### config.mk
export PLATFORM = sky130hd
export DESIGN_NAME = sssf_framing
export DESIGN_NICKNAME = d
export VERILOG_FILES = /design/src/sssf_pkg.sv /design/src/sssf_tx_if.sv /design/src/sssf_serializer.sv /design/src/sssf_framing.sv
export VERILOG_INCLUDE_DIRS = /design/src /design/src/src
export SDC_FILE = /design/constraint.sdc
export NUM_CORES = 1
export LEC_CHECK = 0
export BUFFER_PORTS_ARGS = -buffer_cell sky130_fd_sc_hd__buf_2
export CORE_ASPECT_RATIO = 1.1
export CORE_MARGIN = 3
export CORE_UTILIZATION = 30
export CTS_CLUSTER_DIAMETER = 30
export DETAILED_ROUTE_END_ITERATION = 8
export GPL_ROUTABILITY_DRIVEN = 0
export PLACE_DENSITY = 0.59
export SLEW_MARGIN = 10
export SYNTH_ARGS = -nofsm -noshare
export SYNTH_HDL_FRONTEND = slang
export SYNTH_HIERARCHICAL = 1
export SYNTH_SLANG_ARGS = --single-unit
### constraint.sdc
create_clock -name sys_clk_in -period 1.93 [get_ports sys_clk_in]
set_clock_uncertainty 0.15 [all_clocks]
set_input_delay 0.0965 -clock sys_clk_in [delete_from_list [all_inputs] [get_ports sys_clk_in]]
set_output_delay 0.0965 -clock sys_clk_in [all_outputs]
set_load 0.005 [all_outputs]
### src/sssf_cfg.svh
`ifndef SSSF_CFG_SVH
`define SSSF_CFG_SVH

// Word and frame geometry
`define SSSF_PAYLOAD_W 18
`define SSSF_FRAME_W 20
`define SSSF_POS_W 5
`define SSSF_BIT_LAST 5'h13
`define SSSF_HALF_FRAME 5'h0A
`define SSSF_POS_ZERO 5'h00

// Framing bit values
`define SSSF_START_BIT 1'b1
`define SSSF_STOP_BIT 1'b0

// Sync burst: nine ones then nine zeros, sent for 1024 frames
`define SSSF_SYNC_WORD 18'h001FF
`define SSSF_SYNC_FRAMES 11'h400
`define SSSF_SYNC_CNT_W 11
`define SSSF_SYNC_MIN 3'h6

// Lock acquisition and loss
`define SSSF_LOCK_HITS 3'h4
`define SSSF_LOCK_MISSES 3'h4
`define SSSF_HOLDOFF 4'h9

// APB register byte offsets
`define SSSF_REG_CTRL 8'h00
`define SSSF_REG_STATUS 8'h04
`define SSSF_REG_INT_STAT 8'h08
`define SSSF_REG_INT_MASK 8'h0C
`define SSSF_REG_RX_WORD 8'h10
`define SSSF_REG_TX_WORD 8'h14

// Control fields
`define SSSF_CTRL_LOOP 0
`define SSSF_CTRL_EMPH 1
`define SSSF_CTRL_SYNC 2
`define SSSF_CTRL_W 3
`define SSSF_CTRL_RST 3'h0

// Interrupt fields
`define SSSF_IRQ_LOCK_GAIN 0
`define SSSF_IRQ_LOCK_LOSS 1
`define SSSF_IRQ_SYNC_DONE 2
`define SSSF_IRQ_W 3
`define SSSF_IRQ_RST 3'h0

`endif

### src/sssf_pkg.sv
`include "sssf_cfg.svh"

package sssf_pkg;
   // Parallel payload word
   typedef logic [`SSSF_PAYLOAD_W-1:0] sssf_word_t;
   // Framed serial word
   typedef logic [`SSSF_FRAME_W-1:0] sssf_frame_t;
   // Bit position inside a frame
   typedef logic [`SSSF_POS_W-1:0] sssf_pos_t;
   // Interrupt status and mask layout
   typedef logic [`SSSF_IRQ_W-1:0] sssf_irq_t;
   // Receive alignment states
   typedef enum logic [1:0] {
      SSSF_HUNT,
      SSSF_CONFIRM,
      SSSF_LOCKED,
      SSSF_HOLDOFF
   } sssf_lock_state_t;
endpackage : sssf_pkg

### src/sssf_tx_if.sv
interface sssf_tx_if;
   import sssf_pkg::*;
   sssf_word_t word; // Held payload to frame
   logic emph_en; // Preemphasis select
   logic sync_go; // Start a sync burst
   logic bit_out; // Serial bit
   logic emph_out; // Larger swing flag for bit_out
   logic frame_load; // Pulse when a frame is loaded
   logic sync_busy; // Sync burst running
   logic sync_done; // Pulse at end of sync burst
   modport top (output word, output emph_en, output sync_go,
      input bit_out, input emph_out, input frame_load,
      input sync_busy, input sync_done);
   modport ser (input word, input emph_en, input sync_go,
      output bit_out, output emph_out, output frame_load,
      output sync_busy, output sync_done);
endinterface : sssf_tx_if

### src/sssf_serializer.sv
`include "sssf_cfg.svh"

module sssf_serializer (
   input wire logic sys_clk_in,
   input wire logic reset_in,
   sssf_tx_if.ser tx
);
   import sssf_pkg::*;

   sssf_pos_t bit_cnt; // Bit slot within frame
   sssf_frame_t shreg; // Frame shift register
   logic bit_clk; // Internal bit clock, toggles each slot
   logic [`SSSF_SYNC_CNT_W-1:0] sync_cnt; // Sync frames left
   sssf_word_t payload; // Payload chosen for next frame
   sssf_frame_t next_frame; // Frame being built
   logic load; // Frame load slot
   logic next_bit; // Bit that will be on the line next

   assign load = (bit_cnt == `SSSF_BIT_LAST);
   assign payload = tx.sync_busy ? `SSSF_SYNC_WORD : tx.word;
   // Stop on top, start at bit zero so it leaves first
   assign next_frame = {`SSSF_STOP_BIT, payload, `SSSF_START_BIT};
   assign next_bit = load ? next_frame[0] : shreg[1];
   assign tx.bit_out = shreg[0];
   assign tx.frame_load = load;

   // Bit slot counter; fixed load slot keeps latency constant
   always_ff @(posedge sys_clk_in) begin
      if (reset_in || load) begin
         bit_cnt <= `SSSF_POS_ZERO;
      end else begin
         bit_cnt <= bit_cnt + 5'h01;
      end
   end

   // Both edges of bit_clk each carry one bit
   always_ff @(posedge sys_clk_in) begin
      if (reset_in) begin
         bit_clk <= 1'b0;
      end else begin
         bit_clk <= ~bit_clk;
      end
   end

   // Shift right so payload bit zero follows the start bit
   always_ff @(posedge sys_clk_in) begin
      if (reset_in) begin
         shreg <= '0;
      end else if (load) begin
         shreg <= next_frame;
      end else begin
         shreg <= {1'b0, shreg[`SSSF_FRAME_W-1:1]};
      end
   end

   // Flag first bit of every run when preemphasis selected
   always_ff @(posedge sys_clk_in) begin
      if (reset_in) begin
         tx.emph_out <= 1'b0;
      end else begin
         tx.emph_out <= tx.emph_en && (next_bit != shreg[0]);
      end
   end

   // Sync burst length in frames, counted at load slots
   always_ff @(posedge sys_clk_in) begin
      if (reset_in) begin
         sync_cnt <= '0;
         tx.sync_busy <= 1'b0;
         tx.sync_done <= 1'b0;
      end else begin
         tx.sync_done <= 1'b0;
         if (tx.sync_go && !tx.sync_busy) begin
            sync_cnt <= `SSSF_SYNC_FRAMES;
            tx.sync_busy <= 1'b1;
         end else if (tx.sync_busy && load) begin
            sync_cnt <= sync_cnt - 11'h001;
            if (sync_cnt == 11'h001) begin
               tx.sync_busy <= 1'b0;
               tx.sync_done <= 1'b1;
            end
         end
      end
   end
endmodule : sssf_serializer

### src/sssf_framing.sv
// Local design decisions: the APB slave port and the placing of the registers.
`include "sssf_cfg.svh"

// Notes on behaviour
// - Capture transmit word each reference clock rise
// - Frame adds start one and stop zero
// - Shift on both bit clock edges
// - Payload bit zero sent first
// - Flag first bit of each run
// - Constant load to first bit delay
// - Retime received stream before deserializing
// - Find start/stop boundary, output payload
// - Word valid at recovered word clock rise
// - Loopback feeds own stream to receiver
// - Reset holds word clock low, outputs floated
// - Lock after four hits, drop after four misses
// - Lock inactive nine cycles, outputs floated
// - Long sync request sends 1024 sync frames
// - Loopback floats the serial output
module sssf_framing (
   input wire logic sys_clk_in,
   input wire logic reset_in,
   // Link side pins
   input wire logic ref_word_clock_in,
   input wire sssf_pkg::sssf_word_t tx_word_in,
   input wire logic serial_in_in,
   input wire logic loopback_select_in,
   input wire logic preemphasis_select_in,
   input wire logic sync_request_in,
   output logic serial_out_pos_out,
   output logic serial_out_neg_out,
   output logic serial_out_oe_out,
   output logic emphasis_out,
   output sssf_pkg::sssf_word_t rx_word_out,
   output logic rx_word_oe_out,
   output logic rx_word_clock_out,
   output logic rx_word_clock_oe_out,
   output logic link_locked_n_out,
   // APB slave
   input wire logic psel_in,
   input wire logic penable_in,
   input wire logic pwrite_in,
   input wire logic [7:0] paddr_in,
   input wire logic [31:0] pwdata_in,
   output logic [31:0] prdata_out,
   output logic pready_out,
   output logic pslverr_out,
   output logic irq_out
);
   import sssf_pkg::*;

   // Address decode used by the error path only; reads decode by case
   function automatic logic reg_mapped(input logic [7:0] addr);
      reg_mapped = (addr == `SSSF_REG_CTRL) ||
         (addr == `SSSF_REG_STATUS) ||
         (addr == `SSSF_REG_INT_STAT) ||
         (addr == `SSSF_REG_INT_MASK) ||
         (addr == `SSSF_REG_RX_WORD) ||
         (addr == `SSSF_REG_TX_WORD);
   endfunction : reg_mapped

   sssf_tx_if tx (); // Link to the serializer

   // Pin synchronisers, first stage read only by second
   logic ref_s1, ref_s2, ref_q; // Reference clock stages
   sssf_word_t txw_s1, txw_s2; // Transmit word stages
   logic ser_s1, ser_s2; // Serial input stages
   logic loop_s1, loop_s2; // Loopback select stages
   logic emph_s1, emph_s2; // Preemphasis select stages
   logic sync_s1, sync_s2; // Sync request stages

   // Control and status
   logic [`SSSF_CTRL_W-1:0] ctrl; // Software control bits
   sssf_irq_t int_stat; // Sticky event bits
   sssf_irq_t int_mask; // Interrupt enables
   sssf_irq_t irq_event; // One-cycle event pulses
   logic loopback; // Effective loopback
   logic sync_req; // Effective sync request
   logic [2:0] sync_hold; // Cycles sync request held high
   logic sync_fired; // Burst already started for this request

   // Transmit side
   sssf_word_t tx_hold; // Word captured at reference rise
   logic ref_rise; // Reference clock rising edge

   // Receive side
   logic rx_bit; // Retimed bit entering the window
   sssf_frame_t win; // Last twenty received bits
   sssf_pos_t pos; // Free running bit position
   sssf_pos_t phase; // Position of the found boundary
   sssf_pos_t clk_rise_pos; // Position of word clock rise
   logic boundary_ok; // Start and stop seen in window
   logic at_phase; // Window lines up with the boundary
   sssf_lock_state_t state; // Alignment state
   sssf_lock_state_t next_state; // Alignment next state
   logic [2:0] hits; // Consecutive boundary hits
   logic [2:0] misses; // Consecutive boundary misses
   logic [3:0] holdoff; // Lock-inactive hold counter
   logic locked; // Alignment locked

   // APB
   logic apb_write; // Write access phase
   logic apb_setup; // Setup phase

   // Two flip-flops on every foreign input
   always_ff @(posedge sys_clk_in) begin
      if (reset_in) begin
         ref_s1 <= 1'b0;
         ref_s2 <= 1'b0;
         ref_q <= 1'b0;
         ser_s1 <= 1'b0;
         ser_s2 <= 1'b0;
         loop_s1 <= 1'b0;
         loop_s2 <= 1'b0;
         emph_s1 <= 1'b0;
         emph_s2 <= 1'b0;
         sync_s1 <= 1'b0;
         sync_s2 <= 1'b0;
         txw_s1 <= '0;
         txw_s2 <= '0;
      end else begin
         ref_s1 <= ref_word_clock_in;
         ref_s2 <= ref_s1;
         ref_q <= ref_s2;
         ser_s1 <= serial_in_in;
         ser_s2 <= ser_s1;
         loop_s1 <= loopback_select_in;
         loop_s2 <= loop_s1;
         emph_s1 <= preemphasis_select_in;
         emph_s2 <= emph_s1;
         sync_s1 <= sync_request_in;
         sync_s2 <= sync_s1;
         txw_s1 <= tx_word_in;
         txw_s2 <= txw_s1;
      end
   end

   // Word and clock pass the same two stages, so they stay aligned
   assign ref_rise = ref_s2 && !ref_q;
   assign loopback = loop_s2 || ctrl[`SSSF_CTRL_LOOP];
   assign sync_req = sync_s2 || ctrl[`SSSF_CTRL_SYNC];

   // One word per reference clock rise, relying on host setup
   always_ff @(posedge sys_clk_in) begin
      if (reset_in) begin
         tx_hold <= '0;
      end else if (ref_rise) begin
         tx_hold <= txw_s2;
      end
   end

   // Sync request must outlast six cycles; one burst per request
   always_ff @(posedge sys_clk_in) begin
      if (reset_in || !sync_req) begin
         sync_hold <= 3'h0;
         sync_fired <= 1'b0;
      end else if (sync_hold != `SSSF_SYNC_MIN) begin
         sync_hold <= sync_hold + 3'h1;
      end else begin
         sync_fired <= 1'b1;
      end
   end

   assign tx.word = tx_hold;
   assign tx.emph_en = emph_s2 || ctrl[`SSSF_CTRL_EMPH];
   assign tx.sync_go = sync_req && (sync_hold == `SSSF_SYNC_MIN) &&
      !sync_fired;

   // Framing, shifting, emphasis and sync bursts
   sssf_serializer u_ser (
      .sys_clk_in (sys_clk_in),
      .reset_in (reset_in),
      .tx (tx.ser)
   );

   // Serial pins float in loopback and during reset
   always_ff @(posedge sys_clk_in) begin
      if (reset_in) begin
         serial_out_pos_out <= 1'b0;
         serial_out_neg_out <= 1'b1;
         serial_out_oe_out <= 1'b0;
         emphasis_out <= 1'b0;
      end else begin
         serial_out_pos_out <= tx.bit_out;
         serial_out_neg_out <= ~tx.bit_out;
         serial_out_oe_out <= !loopback;
         emphasis_out <= tx.emph_out;
      end
   end

   // Loopback taps the stream ahead of the pin stage
   assign rx_bit = loopback ? tx.bit_out : ser_s2;

   // New bits enter at the top; start ends at bit zero
   always_ff @(posedge sys_clk_in) begin
      if (reset_in) begin
         win <= '0;
      end else begin
         win <= {rx_bit, win[`SSSF_FRAME_W-1:1]};
      end
   end

   // Bit position wraps every frame
   always_ff @(posedge sys_clk_in) begin
      if (reset_in || pos == `SSSF_BIT_LAST) begin
         pos <= `SSSF_POS_ZERO;
      end else begin
         pos <= pos + 5'h01;
      end
   end

   assign boundary_ok = (win[0] == `SSSF_START_BIT) &&
      (win[`SSSF_FRAME_W-1] == `SSSF_STOP_BIT);
   assign at_phase = (pos == phase);
   assign locked = (state == SSSF_LOCKED);
   assign clk_rise_pos = (phase >= `SSSF_HALF_FRAME) ?
      phase - `SSSF_HALF_FRAME : phase + `SSSF_HALF_FRAME;

   // Alignment state decision
   always_comb begin
      next_state = state;
      unique case (state)
         SSSF_HUNT: begin
            if (boundary_ok) begin
               next_state = SSSF_CONFIRM;
            end
         end
         SSSF_CONFIRM: begin
            if (at_phase && !boundary_ok) begin
               next_state = SSSF_HUNT;
            end else if (at_phase &&
               (hits + 3'h1) == `SSSF_LOCK_HITS) begin
               next_state = SSSF_LOCKED;
            end
         end
         SSSF_LOCKED: begin
            if (at_phase && !boundary_ok &&
               (misses + 3'h1) == `SSSF_LOCK_MISSES) begin
               next_state = SSSF_HOLDOFF;
            end
         end
         SSSF_HOLDOFF: begin
            if ((holdoff + 4'h1) == `SSSF_HOLDOFF) begin
               next_state = SSSF_HUNT;
            end
         end
      endcase
   end

   // State register
   always_ff @(posedge sys_clk_in) begin
      if (reset_in) begin
         state <= SSSF_HUNT;
      end else begin
         state <= next_state;
      end
   end

   // Boundary phase and hit counting
   always_ff @(posedge sys_clk_in) begin
      if (reset_in) begin
         phase <= `SSSF_POS_ZERO;
         hits <= 3'h0;
      end else if (state == SSSF_HUNT && boundary_ok) begin
         phase <= pos; // First sighting counts as one
         hits <= 3'h1;
      end else if (state == SSSF_CONFIRM && at_phase && boundary_ok) begin
         hits <= hits + 3'h1;
      end
   end

   // Misses count only while locked; any hit clears them
   always_ff @(posedge sys_clk_in) begin
      if (reset_in || !locked) begin
         misses <= 3'h0;
      end else if (at_phase) begin
         misses <= boundary_ok ? 3'h0 : misses + 3'h1;
      end
   end

   // Nine cycles of forced lock-inactive after loss
   always_ff @(posedge sys_clk_in) begin
      if (reset_in || state != SSSF_HOLDOFF) begin
         holdoff <= 4'h0;
      end else begin
         holdoff <= holdoff + 4'h1;
      end
   end

   // Taken from lock entry on, so the first clock rise shows a word
   always_ff @(posedge sys_clk_in) begin
      if (reset_in) begin
         rx_word_out <= '0;
      end else if (next_state == SSSF_LOCKED && at_phase && boundary_ok) begin
         rx_word_out <= win[`SSSF_FRAME_W-2:1];
      end
   end

   // Word clock falls at update and rises half a frame later
   always_ff @(posedge sys_clk_in) begin
      if (reset_in || !locked) begin
         rx_word_clock_out <= 1'b0;
      end else if (at_phase) begin
         rx_word_clock_out <= 1'b0;
      end else if (pos == clk_rise_pos) begin
         rx_word_clock_out <= 1'b1;
      end
   end

   // Receive outputs drive only while locked; lock pin active low
   always_ff @(posedge sys_clk_in) begin
      if (reset_in) begin
         rx_word_oe_out <= 1'b0;
         rx_word_clock_oe_out <= 1'b0;
         link_locked_n_out <= 1'b1;
      end else begin
         rx_word_oe_out <= (next_state == SSSF_LOCKED);
         rx_word_clock_oe_out <= (next_state == SSSF_LOCKED);
         link_locked_n_out <= (next_state != SSSF_LOCKED);
      end
   end

   // Events that feed the sticky status bits
   assign irq_event[`SSSF_IRQ_LOCK_GAIN] = !locked &&
      (next_state == SSSF_LOCKED);
   assign irq_event[`SSSF_IRQ_LOCK_LOSS] = locked &&
      (next_state != SSSF_LOCKED);
   assign irq_event[`SSSF_IRQ_SYNC_DONE] = tx.sync_done;

   // Zero wait state slave
   assign apb_setup = psel_in && !penable_in;
   assign apb_write = psel_in && penable_in && pwrite_in;
   assign pready_out = 1'b1;
   assign pslverr_out = psel_in && penable_in && !reg_mapped(paddr_in);

   // Control register, written only at mapped offset
   always_ff @(posedge sys_clk_in) begin
      if (reset_in) begin
         ctrl <= `SSSF_CTRL_RST;
      end else if (apb_write && paddr_in == `SSSF_REG_CTRL) begin
         ctrl <= pwdata_in[`SSSF_CTRL_W-1:0];
      end
   end

   // Interrupt mask register
   always_ff @(posedge sys_clk_in) begin
      if (reset_in) begin
         int_mask <= `SSSF_IRQ_RST;
      end else if (apb_write && paddr_in == `SSSF_REG_INT_MASK) begin
         int_mask <= pwdata_in[`SSSF_IRQ_W-1:0];
      end
   end

   // Sticky bits, write one clears, a same-cycle event wins
   for (genvar i = 0; i < `SSSF_IRQ_W; i++) begin : g_irq
      always_ff @(posedge sys_clk_in) begin
         if (reset_in) begin
            int_stat[i] <= 1'b0;
         end else if (irq_event[i]) begin
            int_stat[i] <= 1'b1;
         end else if (apb_write && paddr_in == `SSSF_REG_INT_STAT &&
            pwdata_in[i]) begin
            int_stat[i] <= 1'b0;
         end
      end
   end

   // Level interrupt from any enabled sticky bit
   always_ff @(posedge sys_clk_in) begin
      if (reset_in) begin
         irq_out <= 1'b0;
      end else begin
         irq_out <= |(int_stat & int_mask);
      end
   end

   // Read data captured in setup so it is a flop in access phase
   always_ff @(posedge sys_clk_in) begin
      if (reset_in) begin
         prdata_out <= 32'h00000000;
      end else if (apb_setup) begin
         prdata_out <= 32'h00000000;
         unique case (paddr_in)
            `SSSF_REG_CTRL: begin
               prdata_out[`SSSF_CTRL_W-1:0] <= ctrl;
            end
            `SSSF_REG_STATUS: begin
               prdata_out[0] <= locked;
               prdata_out[1] <= tx.sync_busy;
               prdata_out[2] <= loopback;
               prdata_out[5:4] <= state;
            end
            `SSSF_REG_INT_STAT: begin
               prdata_out[`SSSF_IRQ_W-1:0] <= int_stat;
            end
            `SSSF_REG_INT_MASK: begin
               prdata_out[`SSSF_IRQ_W-1:0] <= int_mask;
            end
            `SSSF_REG_RX_WORD: begin
               prdata_out[`SSSF_PAYLOAD_W-1:0] <= rx_word_out;
            end
            `SSSF_REG_TX_WORD: begin
               prdata_out[`SSSF_PAYLOAD_W-1:0] <= tx_hold;
            end
            default: begin
               prdata_out <= 32'h00000000;
            end
         endcase
      end
   end
endmodule : sssf_framing

==> results.md <==
- Status: finished, final reports clean
- Adder and majority gate portion of the synthesized area: 2.25%
- Post-Synth XOR/XNOR Area: a little under 3%
- Ys async rst share: 0%
- Final WL: between 15 and 20 mm
- Setup violators final: 0
- Post-synth EDFFs: 0
- Multiplexer share of the synthesized area: 7.63%
- DR WL/cell: 13.5 um
- CTS Root Cell: clkbuf_16
- Initial antenna violation count: 0
- Crit Path Class: reg2reg
- GRT Total Usage: 12.6%
- Leak: 4.38 nW
- Antenna viol nets, final: 0
- Total number of vias: 5959
- # DRC: 0
- Crit. End Element: flop
- RSZ-0062 raised after global routing: yes
- Ys flop type: dfxtp_1
- Compound-Gate Fraction of Synth Area: approximately 8%
- Sequential group share of total power: 36.9%
- Total global routing overflow: 0
- PortBufs: 84
- HP Class: in2reg
- CP arrival: 2.07 ns
- Required @ worst endpoint: 2.16 ns
- Area grow syn2layout: 36.0%
- Tmin final: 1.84 ns
- Final Slew Violations: 0
- Final hold viol count: 0
- Post-Syn Area: 7790 um^2
- Clk network pwr share: 59.4%
- Synth unique cells: 60
- Synth Area in Simple Gates: 21.8%
- Global-route wire length before repair: 28.8 mm
- Core area: 25400 um^2
- CTS tree: done
- Sw Ratio: between 20% and 30%
- Nets@finish: ~1000
- Cells after Synth: 815
- Main combinational cell family by area after synthesis: simple AND/OR/NAND/NOR gates
- Die X: between 150 and 200 um
- Combinational power share: 3.6%
- Fin util: approximately two fifths
- Vias in the first global route: ~5700
- Layout cell share with drive strength beyond 1: 24.0%
- P_int: between 9 and 10 mW
- F_max: 544 MHz
- Maximum clock path buffer count: 3
- CTS Buf Count: 38
- DR pass1 iterations: 4
- Worst R2R Path Depth: 7
- Pwr Density: 1100 nW/um^2
- P_sw: 2.49 mW
- Max_cap viols: 0
- Routed vias/inst: about 4.5
- Hold path depth: 5
- R2r setup slk: 0.09 ns
- CP Max Fanout: 8
- Initial Util: about 30%
- CP Launch Type: flop
- Syn. warnings: 6
- Avg Cell Area, Syn: roughly 9.6 um^2
- FF+latch count, synth: 202
- Pin count of the biggest net entering global routing: 65
- Final setup TNS: 0 ns
- Maximum VDD drop: slightly above 0.5 mV
- Hpwl dp: approximately 12 mm
- Row count: 61
- Number of I/O pins: 129
- Die area: ~28000 um^2
- Worst-path clk slew: 0.05 ns
- CTS H-tree depth: 2
- # clock sinks: about 200
- Clk_lat worst skew: 0.51 ns
- Die H: 175 um
- Sequential share of the synthesized area: about half
- Period utilization: ~95%
- Diode count: 0
- Initial DRC Count: between 300 and 400
-- synth_stat cells (3+ instances only) --
library cell	count	area, um^2
o21ai_0	12	60.1
buf_2	6	30.0
xor2_1	9	78.8
mux2i_1	38	380
clkbuf_1	35	131
dfxtp_1	202	4040
a22oi_1	19	143
buf_4	18	135
a22o_1	3	26.3
nand2b_1	8	50.1
a21oi_1	46	230
mux2_2	15	169
a31oi_1	3	18.8
inv_1	18	67.6
nor4_1	4	25.0
nor2b_1	71	444
nor3b_1	4	30.0
nand3_1	7	35.0
nand3b_1	9	67.6
or3_1	3	18.8
nor4_2	3	37.5
or2_1	3	18.8
ha_1	14	175
nand2_1	67	251
a211oi_1	3	22.5
nor3_1	33	165
buf_1	3	11.3
xnor2_1	17	149
nor2_1	99	372
-- state kept, by name, indices dropped and copies added, names as in the netlist, 3 cells and up --
name	flops
ctrl	3
hits	3
holdoff	4
int_mask	3
int_stat	3
misses	3
phase	5
pos	5
prdata_out	18
rx_word_out	18
sync_hold	3
tx.word	18
txw_s1	18
txw_s2	18
u_ser/bit_cnt	5
u_ser/shreg	19
u_ser/sync_cnt	11
win	20
-- cells by family after synthesis --
group                      after synthesis
other                                    2
buffers and inverters                   86
DFF                                    202
xor gates and xnor gates                26
AOI/OAI and AO/OA                      100
and+or+nand+nor                        330
muxes                                   55
adders and majority gates               14
-- worst paths after layout --
| path | end | start |
|---|---|---|
| worst max-delay path | hits[0]$_SDFFE_PP0P_ | phase[2]$_SDFFE_PP0P_ |
| worst min-delay path | int_mask[2]$_SDFFE_PP0P_ | pwrite_in |
| worst max register to register | hits[0]$_SDFFE_PP0P_ | phase[2]$_SDFFE_PP0P_ |
| worst min register to register | u_ser/shreg[15]$_SDFF_PP0_ | u_ser/shreg[16]$_SDFF_PP0_ |
-- worst max-delay path, stage by stage (launching register included) --
cell and delay (ns):
dfxtp_2 0.34, xnor2_1 0.21, nand3_2 0.11, nor3_4 0.28
buf_4 0.21, and3_1 0.21, mux2_2 0.16, nor2_1 0.03
-- stage by stage --
stage	cell area, um^2	worst slack (ns)	hold slack (ns)	total power, mW	std cells
after floorplan	7840	0.121	0.0747	4.60	828
after global placement	8650	0.0547	0.165	4.72	1226
after detailed placement	8650	0.0194	0.160	4.72	1226
after CTS	10400	0.0111	0.0202	11.7	1333
after global routing	10600	-0.0806	0.0659	12.0	1337
final	10600	0.0901	0.0608	11.6	1337
-- power groups by stage --
stage	logic (mW)	clock network (mW)	registers, mW
2_1_floorplan	0.252	0	4.35
3_3_place_gp	0.347	0	4.37
5_1_grt	0.468	7.26	4.29
6_report	0.421	6.90	4.29
3_5_place_dp	0.349	0	4.37
4_1_cts	0.404	7.05	4.29
-- routing by layer --
metal / wire (um) / vias up / GRT usage [%]
li1: - / 3009 / -
met1: 8300 / 2771 / 16.3
met2: 8350 / 134 / 20.2
met3: 854 / 45 / 3.18
met4: 528 / 0 / 4.89
met5: 0 / - / 0
-- cells in the final DEF, fill, tap and decap left out, types with 4 or more instances in the layout --
| cell type | count |
|---|---|
| clkbuf_16 | 40 |
| nand2_1 | 67 |
| nand3b_1 | 9 |
| clkbuf_8 | 6 |
| conb_1 | 15 |
| buf_12 | 4 |
| dfxtp_2 | 5 |
| nor2_1 | 99 |
| nor3_1 | 33 |
| a22oi_1 | 19 |
| nor3b_1 | 4 |
| dlygate4sd3_1 | 36 |
| nor2b_1 | 70 |
| nor4_2 | 5 |
| mux2i_1 | 37 |
| clkbuf_1 | 4 |
| ha_1 | 12 |
| a21oi_1 | 46 |
| mux2_2 | 15 |
| buf_2 | 81 |
| nand2b_1 | 8 |
| nand3_1 | 5 |
| buf_4 | 34 |
| o21ai_0 | 11 |
| clkinv_4 | 4 |
| xnor2_1 | 16 |
| bufinv_16 | 5 |
| inv_1 | 17 |
| xor2_1 | 8 |
| dfxtp_1 | 197 |
-- layout make-up --
| cell class | instances | area [um^2] |
|---|---|---|
| fillers | 2479 | 14800 |
| flip-flops and latches | 202 | 4050 |
| multi-input cells | 540 | 3480 |
| repair buffers | 160 | 1180 |
| clock buffers | 49 | 1070 |
| well taps | 346 | 433 |
| clock inverters | 20 | 300 |
| inverters | 20 | 80.1 |
-- repair_timing --
| action | CTS | global route |
|---|---|---|
| gates resized for setup | 0 | 32 |
| setup buffers | 0 | 3 |
| hold buffers | 38 | 0 |
| endpoints found under the setup margin | 0 | 35 |
| endpoints found under the hold margin | 49 | 0 |
(Power assumes the default switching activity.)
